`src/inc/bit_consts.vh`:
```
// Purpose: constants for the basic interval timer
// Assumes: registers on a plain address/strobe port, 8-bit data
// Notes: offsets are byte addresses on that port
`ifndef BIT_CONSTS_VH
`define BIT_CONSTS_VH
`define BIT_ADDR_W 8
`define BIT_OFF_MODE 8'hd8
`define BIT_OFF_COUNT 8'hd9
`define BIT_OFF_IRQ_STAT 8'hda
`define BIT_OFF_IRQ_MASK 8'hdb
`define BIT_MODE_RESET 8'h00
`define BIT_COUNT_RESET 8'h00
`define BIT_MODE_MASK 8'hf1
`define BIT_RUN_BIT 7
`define BIT_RATE_HI 6
`define BIT_RATE_LO 4
`define BIT_SRC_BIT 0
`define BIT_IRQ_OVF_BIT 0
`define BIT_DIV_W 8
`define BIT_RTC_HZ 32768
`define BIT_HALF_SEC_DIV 64
`define BIT_RTC_DIV_W 6
`define BIT_COUNT_MAX 8'hff
`define BIT_PRE_FULL 8'hff
`define BIT_RTC_DIV_LAST 6'h3f
`endif

```
`src/verilog/bit_prescaler.v`:
```
// Purpose: free-running divider of the instruction clock, one tick per selected period
// Assumes: cpuTick is one clock wide at the instruction rate
// Notes: divider restarts while the timer is stopped so the first period is whole
`timescale 1ns/1ps
`include "bit_consts.vh"
module bit_prescaler (
  clock,
  reset_n,
  run,
  cpuTick,
  rateSel,
  tick
);
  input clock;
  input reset_n;
  input run;
  input cpuTick;
  input [2:0] rateSel;
  output tick;
  reg [`BIT_DIV_W-1:0] div_q;
  wire [`BIT_DIV_W-1:0] div_d;
  wire [`BIT_DIV_W-1:0] limit;
  // code 000 divides by 256, 111 by 2
  assign limit = `BIT_PRE_FULL >> rateSel;
  assign tick = run & cpuTick & (div_q >= limit);
  assign div_d = !run ? 8'h00 : !cpuTick ? div_q : tick ? 8'h00 : div_q + 8'h01;
  always @(posedge clock or negedge reset_n) begin
    if (!reset_n) begin
      div_q <= 8'h00;
    end else begin
      div_q <= div_d;
    end
  end
endmodule

```
`src/verilog/bit_rtc_divider.v`:
```
// Purpose: makes a count tick from the real-time source so 256 ticks span half a second
// Assumes: rtcTick is one clock wide per 32768Hz period, synchronous to clock
// Notes: 32768/2/256 gives one tick every 64 source periods
`timescale 1ns/1ps
`include "bit_consts.vh"
module bit_rtc_divider (
  clock,
  reset_n,
  run,
  rtcTick,
  tick
);
  input clock;
  input reset_n;
  input run;
  input rtcTick;
  output tick;
  reg [`BIT_RTC_DIV_W-1:0] cnt_q;
  assign tick = run & rtcTick & (cnt_q == `BIT_RTC_DIV_LAST);
  always @(posedge clock or negedge reset_n) begin
    if (!reset_n) begin
      cnt_q <= 6'h00;
    end else if (!run) begin
      cnt_q <= 6'h00;
    end else if (rtcTick) begin
      cnt_q <= cnt_q + 6'h01;
    end
  end
endmodule

```
`src/verilog/bit_basic_interval_timer.v`:
```
// Purpose: 8-bit up-counting interval timer with divided or real-time count clock
// Assumes: single clock; cpuTick and rtcTick are synchronous one-cycle enables
// Notes: reads return data in the cycle after the read strobe
//   overflow status at da and its enable at db use bit 0 only
//   a stopped timer keeps its count; only a software write changes it
//
// Operation
// - counts up over 8 bits, wraps ff to 00, keeps counting, raises overflow request
// - mode bit 7 set runs the timer, clear stops it
// - mode bits 6:4 pick instruction clock divided by 256 down to 2
// - mode bit 0 picks real-time source instead of divided instruction clock
// - real-time mode ignores prescale and overflows every half second
// - real-time mode exists only with the rc-plus-rtc build option
// - overflow wakes the system from green mode while the timer runs
//
// Chosen here: strobed register access.
`timescale 1ns/1ps
`include "bit_consts.vh"
module bit_basic_interval_timer #(
  parameter INTERNAL_RC_WITH_RTC_OPTION = 1
) (
  clock,
  reset_n,
  cpuTick,
  rtcTick,
  regAddr,
  regWrData,
  regWrite,
  regRead,
  regRdData,
  timerIrq,
  greenWake
);
  input clock;
  input reset_n;
  input cpuTick;
  input rtcTick;
  input [`BIT_ADDR_W-1:0] regAddr;
  input [7:0] regWrData;
  input regWrite;
  input regRead;
  output [7:0] regRdData;
  output timerIrq;
  output greenWake;

  // ----------------------------------------
  // registers
  // ----------------------------------------
  // every register has its next value worked out in a combinational block beside it
  reg [7:0] mode_q;
  reg [7:0] mode_d;
  reg [7:0] count_q;
  reg [7:0] count_d;
  reg overflowRequestFlag_q;
  reg overflowRequestFlag_d;
  reg overflowIrqEnable_q;
  reg overflowIrqEnable_d;
  reg [7:0] rdData_q;
  reg [7:0] rdData_d;
  reg wake_q;
  reg wake_d;
  reg modeWr;
  reg countWr;
  reg statWr;
  reg maskWr;
  reg countTick;

  wire countRunEnable;
  wire rtcSourceSel;
  wire [2:0] clockPrescaleSel;
  wire preRun;
  wire rtcRun;
  wire divTick;
  wire rtcCountTick;
  wire countAtMax;
  wire overflow;
  wire statClear;
  wire [7:0] modeView;
  wire [7:0] statView;
  wire [7:0] maskView;

  // ----------------------------------------
  // address decode
  // ----------------------------------------
  function hit;
    input [`BIT_ADDR_W-1:0] a;
    input [`BIT_ADDR_W-1:0] off;
    begin
      hit = (a == off);
    end
  endfunction

  // places one status or mask bit in its byte; the other bits read zero
  function [7:0] bitByte;
    input b;
    begin
      bitByte = 8'h00;
      bitByte[`BIT_IRQ_OVF_BIT] = b;
    end
  endfunction

  // at most one write select is high; an unmapped address raises none
  always @* begin
    modeWr = 1'b0;
    countWr = 1'b0;
    statWr = 1'b0;
    maskWr = 1'b0;
    if (!regWrite) begin
      modeWr = 1'b0;
    end else if (hit(regAddr, `BIT_OFF_MODE)) begin
      modeWr = 1'b1;
    end else if (hit(regAddr, `BIT_OFF_COUNT)) begin
      countWr = 1'b1;
    end else if (hit(regAddr, `BIT_OFF_IRQ_STAT)) begin
      statWr = 1'b1;
    end else if (hit(regAddr, `BIT_OFF_IRQ_MASK)) begin
      maskWr = 1'b1;
    end
  end

  // only a one clears; writing zero leaves a pending request alone
  assign statClear = statWr & regWrData[`BIT_IRQ_OVF_BIT];

  // ----------------------------------------
  // mode decode
  // ----------------------------------------
  assign countRunEnable = mode_q[`BIT_RUN_BIT];
  assign clockPrescaleSel = mode_q[`BIT_RATE_HI:`BIT_RATE_LO];
  // without the build option the source bit is forced off and reads as zero
  assign rtcSourceSel = mode_q[`BIT_SRC_BIT] & (INTERNAL_RC_WITH_RTC_OPTION != 0);
  // bits 3:1 are never stored, so they read zero
  assign modeView = {mode_q[7:1], rtcSourceSel};

  always @* begin
    mode_d = mode_q;
    if (modeWr) begin
      mode_d = regWrData & `BIT_MODE_MASK;
    end
  end

  always @(posedge clock or negedge reset_n) begin
    if (!reset_n) begin
      mode_q <= `BIT_MODE_RESET;
    end else begin
      mode_q <= mode_d;
    end
  end

  // ----------------------------------------
  // count clock
  // ----------------------------------------
  // each divider is held at zero while its path is idle, so a start or a
  // source change begins with a whole count period
  assign preRun = countRunEnable & !rtcSourceSel;
  assign rtcRun = countRunEnable & rtcSourceSel;

  bit_prescaler uPre (
    .clock(clock),
    .reset_n(reset_n),
    .run(preRun),
    .cpuTick(cpuTick),
    .rateSel(clockPrescaleSel),
    .tick(divTick)
  );

  // prescale field is not looked at on this path
  bit_rtc_divider uRtc (
    .clock(clock),
    .reset_n(reset_n),
    .run(rtcRun),
    .rtcTick(rtcTick),
    .tick(rtcCountTick)
  );

  // only one of the two dividers runs at a time, the other stays silent
  always @* begin
    countTick = divTick;
    if (rtcSourceSel) begin
      countTick = rtcCountTick;
    end
  end

  // ----------------------------------------
  // counter
  // ----------------------------------------
  // the counter never stops at the top; the request flag records each wrap
  assign countAtMax = (count_q == `BIT_COUNT_MAX);
  // software write beats a tick in the same cycle, so the loaded value is not skipped
  assign overflow = countTick & countAtMax & !countWr;

  always @* begin
    count_d = count_q;
    if (countWr) begin
      count_d = regWrData;
    end else if (countTick) begin
      count_d = count_q + 8'h01;
    end
  end

  always @(posedge clock or negedge reset_n) begin
    if (!reset_n) begin
      count_q <= `BIT_COUNT_RESET;
    end else begin
      count_q <= count_d;
    end
  end

  // ----------------------------------------
  // interrupt status and mask
  // ----------------------------------------
  // set wins over a write-one-to-clear in the same cycle
  always @* begin
    overflowRequestFlag_d = overflowRequestFlag_q;
    if (overflow) begin
      overflowRequestFlag_d = 1'b1;
    end else if (statClear) begin
      overflowRequestFlag_d = 1'b0;
    end
  end

  always @(posedge clock or negedge reset_n) begin
    if (!reset_n) begin
      overflowRequestFlag_q <= 1'b0;
    end else begin
      overflowRequestFlag_q <= overflowRequestFlag_d;
    end
  end

  // the enable gates the output only; a request is still recorded while masked
  always @* begin
    overflowIrqEnable_d = overflowIrqEnable_q;
    if (maskWr) begin
      overflowIrqEnable_d = regWrData[`BIT_IRQ_OVF_BIT];
    end
  end

  always @(posedge clock or negedge reset_n) begin
    if (!reset_n) begin
      overflowIrqEnable_q <= 1'b0;
    end else begin
      overflowIrqEnable_q <= overflowIrqEnable_d;
    end
  end

  assign timerIrq = overflowRequestFlag_q & overflowIrqEnable_q;
  assign statView = bitByte(overflowRequestFlag_q);
  assign maskView = bitByte(overflowIrqEnable_q);

  // ----------------------------------------
  // green mode wake
  // ----------------------------------------
  // registered so the wake line is free of decode glitches, at one cycle of latency
  always @* begin
    wake_d = overflow & countRunEnable;
  end

  always @(posedge clock or negedge reset_n) begin
    if (!reset_n) begin
      wake_q <= 1'b0;
    end else begin
      wake_q <= wake_d;
    end
  end
  assign greenWake = wake_q;

  // ----------------------------------------
  // read port
  // ----------------------------------------
  // data stand one cycle and then return to zero, so a stale value never lingers
  always @* begin
    rdData_d = 8'h00;
    if (!regRead) begin
      rdData_d = 8'h00;
    end else if (hit(regAddr, `BIT_OFF_MODE)) begin
      rdData_d = modeView;
    end else if (hit(regAddr, `BIT_OFF_COUNT)) begin
      rdData_d = count_q;
    end else if (hit(regAddr, `BIT_OFF_IRQ_STAT)) begin
      rdData_d = statView;
    end else if (hit(regAddr, `BIT_OFF_IRQ_MASK)) begin
      rdData_d = maskView;
    end else begin
      rdData_d = 8'h00;
    end
  end

  always @(posedge clock or negedge reset_n) begin
    if (!reset_n) begin
      rdData_q <= 8'h00;
    end else begin
      rdData_q <= rdData_d;
    end
  end
  assign regRdData = rdData_q;
endmodule

```
`config.mk`:
```
export PLATFORM = sky130hd
export DESIGN_NAME = bit_basic_interval_timer
export DESIGN_NICKNAME = d
export VERILOG_FILES = /design/src/verilog/bit_prescaler.v /design/src/verilog/bit_rtc_divider.v /design/src/verilog/bit_basic_interval_timer.v
export VERILOG_INCLUDE_DIRS = /design/src /design/src/inc
export SDC_FILE = /design/constraint.sdc
export NUM_CORES = 1
export LEC_CHECK = 0
export ABC_AREA = 1
export BUFFER_PORTS_ARGS = -buffer_cell sky130_fd_sc_hd__buf_4
export CAP_MARGIN = 30
export CORE_MARGIN = 4
export CORE_UTILIZATION = 55
export DETAILED_ROUTE_END_ITERATION = 6
export GPL_ROUTABILITY_DRIVEN = 0
export PLACE_DENSITY = 0.84
export SKIP_CTS_REPAIR_TIMING = 1
export SLEW_MARGIN = 15
export SYNTH_ARGS = -nofsm -noshare
export SYNTH_HDL_FRONTEND = slang
export SYNTH_SLANG_ARGS = --single-unit
```
`constraint.sdc`:
```
create_clock -name clock -period 4 [get_ports clock]
set_input_delay 0.8 -clock clock [delete_from_list [all_inputs] [get_ports clock]]
set_output_delay 0.8 -clock clock [all_outputs]
set_load 0.02 [all_outputs]
```
# --- After elaboration in Yosys (flattened, before gate mapping) ---
# Index checks and enable logic that the tools add are counted.
# Widths: inputs -> output; s select.
word_totals:
  reg_bits: 38
  latch_bits: 0
  ram_bits: 0
  rom_bits: 0
  output_inout_bits: 10
  word_cells: 65
  n_memories: 0
op_classes:
  addsub: 3
  n_mul: 0
  div: 0
  magnitude_cmp: 1
  n_eq_ne: 8
  n_shift: 1
  n_mux: 29
  bitwise: 11
  reduce_logical: 4
op_table:
  columns: ["operator", "n"]
  rows:
  - ["$mux 8", 8]
  - ["$eq 8x8->1 const B", 5]
  - ["$mux 1", 19]
  - ["$add 8x1->8 const B", 2]
  - ["$mux 6", 2]
  - ["$and 1x1->1", 11]
  - ["$ge 8x8->1", 1]
  - ["$shr 8x3->8 const A", 1]
  - ["$add 6x1->6 const B", 1]
  - ["$eq 6x6->1 const B", 1]
  - ["$ne 2x2->1 const B", 2]
  - ["$reduce_bool 2->1", 2]
  - ["$logic_not 1->1", 2]

# --- Longest topological paths before layout ---
# Gate-level depths: netlist of the first run.
logic_depth:
  depth_word: 8
  mapped_depth: 13
  mapped_depth_nobuf: 13

# --- Modules after synthesis ---
# From an unflattened synthesis of the first run, not the netlist that was laid out.
unflattened:
  hier_cells: 310
  area_unflattened_um2: 2348.5
by_module_without_submodules:
  columns: ["mod", "instances", "cells_each", "area_each_um2", "seq_area_each_um2"]
  rows:
  - ["bit_basic_interval_timer", 1, 169, 1331.3, 600.6]
  - ["bit_prescaler", 1, 101, 700.7, 200.2]
  - ["bit_rtc_divider", 1, 40, 316.6, 150.1]

# --- Worst setup path before layout of the first run ---
# Ideal clock, no wire load.
synth_path:
  path_kind: "reg2reg"
  startpoint: "register mode_q[6], in the netlist modeView[6]"
  endpoint: "register count_q[0]"
  setup_ps: 118
  arrival_time_ps: 1569
  t_required_ps: 3882
  path_slack_ps: 2313
  stages_incl_launch_ff: 11
  path_buffers: 0
  period_less_slack_ps: 1687
  path_cell_list: "dfrtp_1 -> inv_1 -> nand3_1 -> ha_1 -> a21o_1 -> nor2_1 -> nand2_1 -> nand2_2 -> nand3_4 -> nand2_1 -> nand2_1"
synth_between:
  elab_chain_len: 5
synth_rtl:
  columns: ["element", "line_no", "text"]
  rows:
  - ["start: declaration", "bit_basic_interval_timer.v:50", "reg [7:0] mode_q;"]
  - ["start signal: assignment", "bit_basic_interval_timer.v:143", "mode_q <= `BIT_MODE_RESET;"]
  - ["start signal: assignment", "bit_basic_interval_timer.v:145", "mode_q <= mode_d;"]
  - ["$shr 8x3->8 (no source line)", null, null]
  - ["$ge 8x8->1", "bit_prescaler.v:25", "assign tick = run & cpuTick & (div_q >= limit);"]
  - ["$and 1x1->1", "bit_prescaler.v:25", null]
  - ["$mux 1", "bit_basic_interval_timer.v:178", "if (rtcSourceSel) begin"]
  - ["$reduce_bool 2->1 (no source line)", null, null]
  - ["end signal: assignment", "bit_basic_interval_timer.v:202", "count_q <= `BIT_COUNT_RESET;"]
  - ["end signal: assignment", "bit_basic_interval_timer.v:204", "count_q <= count_d;"]
  - ["end: declaration", "bit_basic_interval_timer.v:52", "reg [7:0] count_q;"]
# Every way passes these cells.
# A chain may end at the register's enable or synchronous reset.

# --- Final worst setup path of the first run ---
layout_path:
  startpoint: "register mode_q[6], in the netlist modeView[6]"
  endpoint: "register count_q[4]"
# Same word-level chain as after synthesis.

==> flow_summary.ini, run 1 <==
[status]
outcome = finished clean

[die]
start_util_pct = 58.8
die_area_um2 = 5110
ioPinCount = 32
die_h_um = 71.5
die-width_um = 71.5
rows = 22
core_area_um2 = 3770

[final_layout]
area.sequential_um2 = 951
multiInputGateArea_um2 = 1110
drive_above_1_share_pct = 16.0
area_growth_pct = 18.9
nets = 356
fin_area_um2 = 2640
fillers = 299
diodes = 0

[clock_network]
h-tree-depth = 2
numCtsBuffers = 5
ctsLongestPathBuffers = 2
clkLatencyLatePin_ns = 0.29
clock_sinks = 38
clockRootBuffer = clkbuf_8
path_clk_slew_ns = 0.08
cts_tree = done

[worst_setup_path]
critPathKind = register to register
cp.required_ns = 4.18
r2r-end = count_q[4]
arrival_ns = 2.17
reg2reg_slack_ns = 2.01
endpoint_kind = register
rr_worst_depth = 10
cp-start-kind = register
reg2reg_from = modeView[6]
worstPathMaxFanout = 10

[timing]
tightest_slew_ns = 0.885
finalSetupViolCount = 0
clock-skew-final_ns = 0.00939
min_period_ns = 1.99
fin_ws_ns = 2.01
fin_hold_ws_ns = 0.455
post-route-period-util_pct = 49.8
hold_violations = 0
rsz0062_at_grt = false
fmax_mhz = 502
tns_ns = 0
relSlewSlack_pct = 40.5
slew_violations = 0

[place]
place_ws_ns = 1.75
dpl.hpwl_um = 3420
io_buffers = 31
placed_area_um2 = 2490

[logic_synthesis]
synth_most_common_cell = nand2_1
synthArstFlopShare_pct = 100
yosysSeqAreaShare_pct = 42.9
synth_edf_count = 0
synth_top_area_share_pct = 42.9
synth.cell_area_um2 = 2220
yosys.area.top_type = dfrtp_1
syn_avg_cell_area_um2 = 7.70
synthDistinctLibCells = 29
synth_area_leaders = dfrtp_1 (43%), nand2_1 (15%), ha_1 (5.6%)
yosys_register_bits = 38
synth.top_cells.by_count = nand2_1 (90), dfrtp_1 (38), inv_1 (33), nor2_1 (29), nand3_1 (15)
ys_warn_count = 0
ys.flop_type = dfrtp_1
netlist_instances = 288
syn_nets = 320

[pwr]
peakVddDrop_mv = 0.223
p_per_area_nw_per_um2 = 446
totalPowerFinal_mw = 1.18
p_leak_nw = 1.39

[grt]
overflow = 0
grt_pass1_wl_um = 8140
grt_max_degree = 39
antenna_found_initial = 0
grtUsageTotal_pct = 19.9
first_global_vias = 1880

[detailed_routing]
wl_um = 4680
remaining_drc_errors = 0
viasPerCell = 5.29
wl_per_cell_um = 12.6
drt_pass1_iterations = 4
first_iter_violations = 164
drt.antenna.violating_nets = 0
vias = 1975

[min_path]
hold_class = input pin to asynchronous set/reset pin

[flow_run]
maxCapViolations = 0
[sequential cells by signal, indices dropped and copies added (netlist names)]
signal,flops
uRtc.cnt_q,6
greenWake,1
regRdData,8
count_q,8
uPre.div_q,8
overflowIrqEnable_q,1
modeView,5
overflowRequestFlag_q,1
[cell usage in the layout (no fill, tap or decap), types with 2 or more instances in the layout]
master,n
nand4_1,12
xor2_1,6
buf_4,31
ha_1,10
clkbuf_8,6
nand3_1,15
nand3_2,2
bufinv_16,2
nand2_1,90
o21ai_0,14
dfrtp_1,38
nor2_2,3
xnor2_1,2
a21oi_1,10
nand2_2,2
nor3_1,6
nor2_1,29
inv_1,33
o22ai_1,3
[worst max-delay path, stage by stage, from the launching register on]
cell and delay [ns]:
dfrtp_1 0.44, inv_1 0.15, nand3_1 0.10, ha_1 0.30, a21o_1 0.16, nor2_1 0.14, nand2_1 0.08, nand2_2 0.19
nand3_4 0.17, nand2_1 0.11, nand2_1 0.06
[cell families after synthesis]
logic type / Yosys count / share of synthesized area [%]
and+or+nand+nor: 164 / 33.6
DFF: 38 / 42.9
buffers and inverters: 37 / 7.22
AOI/OAI and AO/OA: 31 / 7.50
adders and majority gates: 10 / 5.64
xor gates and xnor gates: 8 / 3.16
[final cells by class]
type                       count  share of cell area, %
clock buffer                   6                   3.13
clock inverter                 2                   2.28
inverter                      35                   5.46
multi-input combinational    213                   42.0
sequential                    38                   36.1
tap                           48                   2.28
timing repair buffer          31                   8.82
[per-stage QoR]
step	std cells	util [%]
floorplan	288	-
global placement	365	66.2
detailed placement	365	66.2
CTS	373	69.9
global route	373	69.9
finish	373	69.9
[how the worst max path moves through the flow]
stage / start / endpoint
finish: modeView[6] / count_q[4]
floorplan: modeView[6] / count_q[0]
detailed placement: regAddr[5] / count_q[4]
global route: regAddr[5] / count_q[4]
global placement: regAddr[5] / count_q[5]
CTS: modeView[6] / count_q[4]
[metal layers]
layer | part of all wire [%] | vias up | GRT usage [%]
met5 | 0 | - | 0
met4 | 1.8 | 0 | 7.72
met3 | 7.9 | 10 | 5.61
met2 | 46 | 70 | 30.2
met1 | 45 | 892 | 27.0
li1 | - | 1003 | -
[power by group]
group	internal (mW)	switching, mW	total [mW]
Sequential	0.429	0.0568	0.486
Combinational	0.111	0.179	0.289
Clock	0.266	0.136	0.402
Total	0.805	0.372	1.18
No activity file was read; power rests on OpenSTA's default activity.
==> inputs of run 2 (changes only) <==
--- a/config.mk
+++ b/config.mk
@@ -6,14 +6,14 @@
 export SDC_FILE = /design/constraint.sdc
 export NUM_CORES = 1
 export LEC_CHECK = 0
-export ABC_AREA = 1
+export ABC_AREA = 0
 export BUFFER_PORTS_ARGS = -buffer_cell sky130_fd_sc_hd__buf_4
 export CAP_MARGIN = 30
 export CORE_MARGIN = 4
-export CORE_UTILIZATION = 55
+export CORE_UTILIZATION = 51
 export DETAILED_ROUTE_END_ITERATION = 6
 export GPL_ROUTABILITY_DRIVEN = 0
-export PLACE_DENSITY = 0.84
+export PLACE_DENSITY = 0.83
 export SKIP_CTS_REPAIR_TIMING = 1
 export SLEW_MARGIN = 15
 export SYNTH_ARGS = -nofsm -noshare
==> constraint.sdc (replaced) <==
create_clock -name clock -period 1.7 [get_ports clock]
set_input_delay 0.34 -clock clock [delete_from_list [all_inputs] [get_ports clock]]
set_output_delay 0.34 -clock clock [all_outputs]
set_load 0.02 [all_outputs]
==> run 2 against run 1 <==
  * The run now ends with hold timing, setup timing left
  * Setup slack worse by 2.8 ns
  * Sequential share of layout area down 0.77 points
  * Flip-flop and latch count stayed put
  * Synthesized cell count fell by 30%
  * Critical path depth fell by 2
  * First-iteration DRC count shrank 26%
  * Total power rose by 42%
  * Highest routed layer unchanged
==> flow_summary.ini, run 2 <==
[status]
outcome = complete, but fails checks
violations = hold timing, setup timing

[worst_setup_path]
reg2reg_from = modeView[5]
endpoint_kind = register
path_delay_family = compound AO/OA/AOI/OAI gates
worstPathMaxFanout = 7
worstSetupStartpoint = modeView[5]
arrival_ns = 2.66
max_stage_delay_ns = 0.44
cp-start-kind = register
critPathKind = register to register
path_buf_inv = 0
slowest_stage = dfrtp_2
crit_chain = or3_4 > ha_4 > and2_4 > a221o_1 > a211oi_4 > nor2_4 > and3_1 > a311o_1
cp.required_ns = 1.87

[final_layout]
utilization_pct = 71.6
area.sequential_um2 = 952
layout_common_cells = buf_4 (58), dfrtp_1 (37), nand2_1 (22), nor2_1 (18), o21ai_1 (16)
area_growth_pct = 31.1
final_common_cell = buf_4
drive_above_1_share_pct = 35.7
nets = 298
final_cells = 314
diodes = 0
fillers = 277
multiInputGateArea_um2 = 1140

[grt]
grtUsageTotal_pct = 19.0
grt.busiest_layer = met2
grt_util_met2_pct = 30.2
first_global_vias = 1741
antenna_found_initial = 0
grt_pass1_wl_um = 7720
grt_use_met3_pct = 3.79
met1_usage_pct = 25.7
grt_max_degree = 39
overflow = 0

[logic_synthesis]
yosys.area.top_type = dfrtp_1
yosysSeqAreaShare_pct = 46.2
synthArstFlopShare_pct = 100
synth_fa_ha_area_share_pct = 6.08
synth_mux_area_share_pct = 6.81
ys.flop_type = dfrtp_1
synth_edf_count = 0
syn_nets = 235
synth_most_common_cell = dfrtp_1
yosys_register_bits = 38
synth_xor_area_share_pct = 3.83
synth.cell_area_um2 = 2060
synth_area_leaders = dfrtp_1 (46%), ha_1 (6.1%), nand2_1 (4.2%)
synthDistinctLibCells = 43
synth-compound-area-share_pct = 12.1
yosys.area_share.simple_pct = 23.8
syn_avg_cell_area_um2 = 10.1
synth_top_area_share_pct = 46.2
ys_warn_count = 0
synth.top_cells.by_count = dfrtp_1 (38), nand2_1 (23), nor2_1 (18), o21ai_0 (17), ha_1 (10)
synth_top_family_by_area = simple AND/OR/NAND/NOR gates
netlist_instances = 203

[detailed_routing]
remaining_drc_errors = 0
vias = 1761
viasPerCell = 5.61
first_iter_violations = 122
drt_pass1_iterations = 4
wl_um = 4730
wl_per_cell_um = 15.1
drt.antenna.violating_nets = 0

[timing]
rsz0062_at_grt = true
tightest_slew_ns = 0.475
min_period_ns = 2.49
fmax_mhz = 402
post-route-period-util_pct = 146
fin_hold_ws_ns = -0.00227
fin_ws_ns = -0.786
slew_violations = 0
finalSetupViolCount = 18
clock-skew-final_ns = 0.00502
hold_violations = 2
relSlewSlack_pct = 68.4

[die]
start_util_pct = 54.6
core_area_um2 = 3770
die_h_um = 71.5
die-width_um = 71.5
rows = 22
die_area_um2 = 5120
ioPinCount = 32

[clock_network]
clockRootBuffer = clkbuf_8
path_clk_slew_ns = 0.07
numCtsBuffers = 5
clock_sinks = 38
ctsLongestPathBuffers = 2
cts_tree = done
h-tree-depth = 2
clkLatencyLatePin_ns = 0.29

[pwr]
peakVddDrop_mv = 0.456
swShare_pct = 23.8
p_per_area_nw_per_um2 = 621
internal-power_mw = 1.28
p_clk_share_pct = 34.9
p_leak_nw = 1.34
totalPowerFinal_mw = 1.67
seqPwrFrac_pct = 55.9
p_switching_mw = 0.399
power_frac_comb_pct = 9.1

[place]
place_ws_ns = -0.729
io_buffers = 31
dpl.hpwl_um = 3490
placed_cells = 307

[min_path]
hold_class = input pin to asynchronous set/reset pin

[flow_run]
maxCapViolations = 0
==> run 2: changes by cell type after synthesis, moves of 7 or more <==
cell | before | now
nand2_1 | 90 | 23
nand3_1 | 15 | 5
inv_1 | 33 | 2
nor2_1 | 29 | 18
nand4_1 | 12 | 5
==> run 2: power by group through the flow <==
stage	Clock (mW)	Combinational [mW]	Sequential, mW
3_3_place_gp	0	0.141	0.953
6_report	0.585	0.153	0.937
4_1_cts	0.600	0.146	0.935
3_5_place_dp	0	0.145	0.953
2_1_floorplan	0	0.0570	0.951
5_1_grt	0.636	0.170	0.939
==> run 2: worst paths after layout <==
path	end	slack, ns	depth (start not counted)
max in group asynchronous	modeView[5]	1.33	1
worst min register to register	overflowRequestFlag_q	0.53	2
worst min-delay path	uPre.div_q[5]	-0.002	1
worst max-delay path	count_q[4]	-0.79	8
worst max register to register	count_q[4]	-0.79	8
min in group clock	count_q[2]	0.26	3
==> run 2: cells by family (layout without fill, tap and decap cells) <==
family                   Yosys count  after routing
multiplexers                      12             12
AO/OA/AOI/OAI                     38             38
XOR/XNOR                           9              9
AND/OR/NAND/NOR                   90             90
buffers and inverters              6             69
flip-flops                        38             38
adder cells (fa/ha/maj)           10             10
==> run 2: worst reg2reg max path, cell delays in order, from the launching register on <==
cell and delay, ns:
dfrtp_2 0.44, or3_4 0.38, ha_4 0.22, and2_4 0.13
a221o_1 0.37, a211oi_4 0.32, nor2_4 0.08, and3_1 0.17
a311o_1 0.27
==> run 2: through the flow <==
stage                     TNS, ns  instance area (um2)
after floorplan             -9.68                 2070
after global placement     -10.58                 2560
after detailed placement   -11.83                 2560
after CTS                  -11.36                 2640
after global routing       -12.79                 2700
final                      -11.39                 2700
==> run 2: layout make-up <==
class / count / area share, %
inverters: 2 / 0.278
clock buffers: 5 / 2.55
clock inverters: 2 / 0.371
flip-flops and latches: 38 / 35.3
multi-input cells: 159 / 42.3
well taps: 48 / 2.23
repair buffers: 60 / 17.0
==> run 2: layer usage <==
metal,vias up,routed length (um)
met5,-,0
met1,846,2020
met4,0,93
met2,56,2280
li1,850,-
met3,9,333
==> inputs of run 3 (changes only) <==
--- a/config.mk
+++ b/config.mk
@@ -6,14 +6,14 @@
 export SDC_FILE = /design/constraint.sdc
 export NUM_CORES = 1
 export LEC_CHECK = 0
-export ABC_AREA = 0
+export ABC_AREA = 1
 export BUFFER_PORTS_ARGS = -buffer_cell sky130_fd_sc_hd__buf_4
 export CAP_MARGIN = 30
 export CORE_MARGIN = 4
 export CORE_UTILIZATION = 51
 export DETAILED_ROUTE_END_ITERATION = 6
 export GPL_ROUTABILITY_DRIVEN = 0
-export PLACE_DENSITY = 0.83
+export PLACE_DENSITY = 0.82
 export SKIP_CTS_REPAIR_TIMING = 1
 export SLEW_MARGIN = 15
 export SYNTH_ARGS = -nofsm -noshare
==> run 3 against run 2 <==
  * The run ends with setup timing left
  * Cell count grew 24%
  * Sequential share of layout area fell by 0.56 points
  * Register-to-register slack gained 0.69 ns
  * Critical path depth is 2 higher
  * Non-clock buffer count is 16 lower
  * Critical path type unchanged
  * Critical endpoint is now count_q[2]
  * Largest power group unchanged
  * Highest routed layer unchanged
==> flow_summary.ini, run 3 (same netlist as run 1, synthesis figures left out) <==
[worst_setup_path]
cp-start-kind = register
worstSetupStartpoint = modeView[6]
slowest_stage = dfrtp_1
r2r-end = count_q[2]
reg2reg_slack_ns = -0.09
cp.required_ns = 1.89
path_delay_family = simple AND/OR/NAND/NOR gates
reg2reg_from = modeView[6]
worstPathMaxFanout = 8
arrival_ns = 1.98
critPathKind = register to register
endpoint_kind = register
path_buf_inv = 1
rr_worst_depth = 10
max_stage_delay_ns = 0.41
cpMostUsedCell = nand2_1
crit_chain = inv_2 > nand3_1 > ha_1 > a21o_1 > nor2_2 > nand2_2 > nand2_4 > nand3_4 > nand2_1 > nand2_1

[die]
rows = 23
core_area_um2 = 4120
ioPinCount = 32
start_util_pct = 53.9
die_area_um2 = 5470
die-width_um = 74.0
die_h_um = 74.0

[final_layout]
layout_common_cells = nand2_1 (85), buf_4 (44), dfrtp_1 (38), inv_1 (30), nor2_1 (27)
fin_area_um2 = 2740
final_common_cell = nand2_1
diodes = 0
nets = 369
drive_above_1_share_pct = 23.1
fillers = 330
final_cells = 388
area_growth_pct = 23.5

[place]
io_buffers = 31
placed_cells = 378
dpl.hpwl_um = 3690
place_ws_ns = -0.108
placed_area_um2 = 2580

[clock_network]
path_clk_slew_ns = 0.08
numCtsBuffers = 5
h-tree-depth = 2
clockRootBuffer = clkbuf_8
clock_sinks = 38
ctsLongestPathBuffers = 2
cts_tree = done
clkLatencyLatePin_ns = 0.29

[pwr]
p_switching_mw = 0.939
seqPwrFrac_pct = 41.7
peakVddDrop_mv = 0.676
p_leak_nw = 1.44
power_frac_comb_pct = 30.0
p_per_area_nw_per_um2 = 991
p_clk_share_pct = 28.3
internal-power_mw = 1.78
swShare_pct = 34.6

[status]
violations = setup timing
outcome = complete, but fails checks

[timing]
hold_violations = 0
slew_violations = 0
fin_ws_ns = -0.0938
post-route-period-util_pct = 106
tightest_slew_ns = 0.488
finalSetupViolCount = 10
rsz0062_at_grt = true
clock-skew-final_ns = 0.00470
relSlewSlack_pct = 67.4
min_period_ns = 1.79
fmax_mhz = 557

[grt]
grt_max_degree = 39
first_global_vias = 1908
antenna_found_initial = 0
grtUsageTotal_pct = 20.0
overflow = 0
grt_pass1_wl_um = 8520

[flow_run]
maxCapViolations = 0

[detailed_routing]
drt.antenna.violating_nets = 0
wl_um = 5000
viasPerCell = 5.22
first_iter_violations = 146
remaining_drc_errors = 0
wl_per_cell_um = 12.9
drt_pass1_iterations = 4
vias = 2024

[min_path]
hold_class = input pin to asynchronous set/reset pin
run 3: final cells by class:
type | instances | area [um2] | area share, %
clock buffers | 5 | 68.8 | 2.51
clock inverters | 3 | 40.0 | 1.46
inverters | 35 | 144 | 5.25
multi-input cells | 213 | 1140 | 41.7
flip-flops and latches | 38 | 951 | 34.7
well taps | 50 | 62.6 | 2.28
repair buffers | 44 | 330 | 12.1
run 3: worst max-delay path by stage:
stage,end,cells after the start
final,count_q[2],10
after global routing,count_q[5],11
after detailed placement,count_q[4],11
after floorplan,count_q[0],10
after CTS,count_q[4],11
after global placement,count_q[3],10
run 3: worst reg2reg max path: stages (launching register included):
cell	delay (ns)
dfrtp_1	0.41
inv_2	0.10
nand3_1	0.09
ha_1	0.30
a21o_1	0.17
nor2_2	0.14
nand2_2	0.08
nand2_4	0.11
nand3_4	0.13
nand2_1	0.10
nand2_1	0.05
run 3: power by group through the flow:
stage,Combinational (mW),Sequential [mW],Clock [mW]
final,0.815,1.13,0.769
after global routing,0.936,1.15,0.813
after global placement,0.707,1.14,0
after CTS,0.742,1.13,0.774
after detailed placement,0.730,1.14,0
after floorplan,0.494,1.12,0
run 3: routing by layer:
metal	global-route usage, %	share of wire [%]	vias to the layer above
met4	7.04	1.6	0
met3	4.59	5.9	7
li1	-	-	1028
met1	26.7	46	935
met2	31.9	46	54
met5	0	0	-
run 3: per-stage QoR:
step	hold slack, ns	TNS [ns]	utilization, %	power [mW]
2_1_floorplan	0.0444	0	-	1.62
3_3_place_gp	0.331	-0.111	62.7	1.85
3_5_place_dp	0.338	-1.52	62.7	1.87
4_1_cts	0.0189	-2.05	65.3	2.64
5_1_grt	0.0416	-2.30	66.6	2.89
6_report	0.00581	-0.745	66.6	2.71
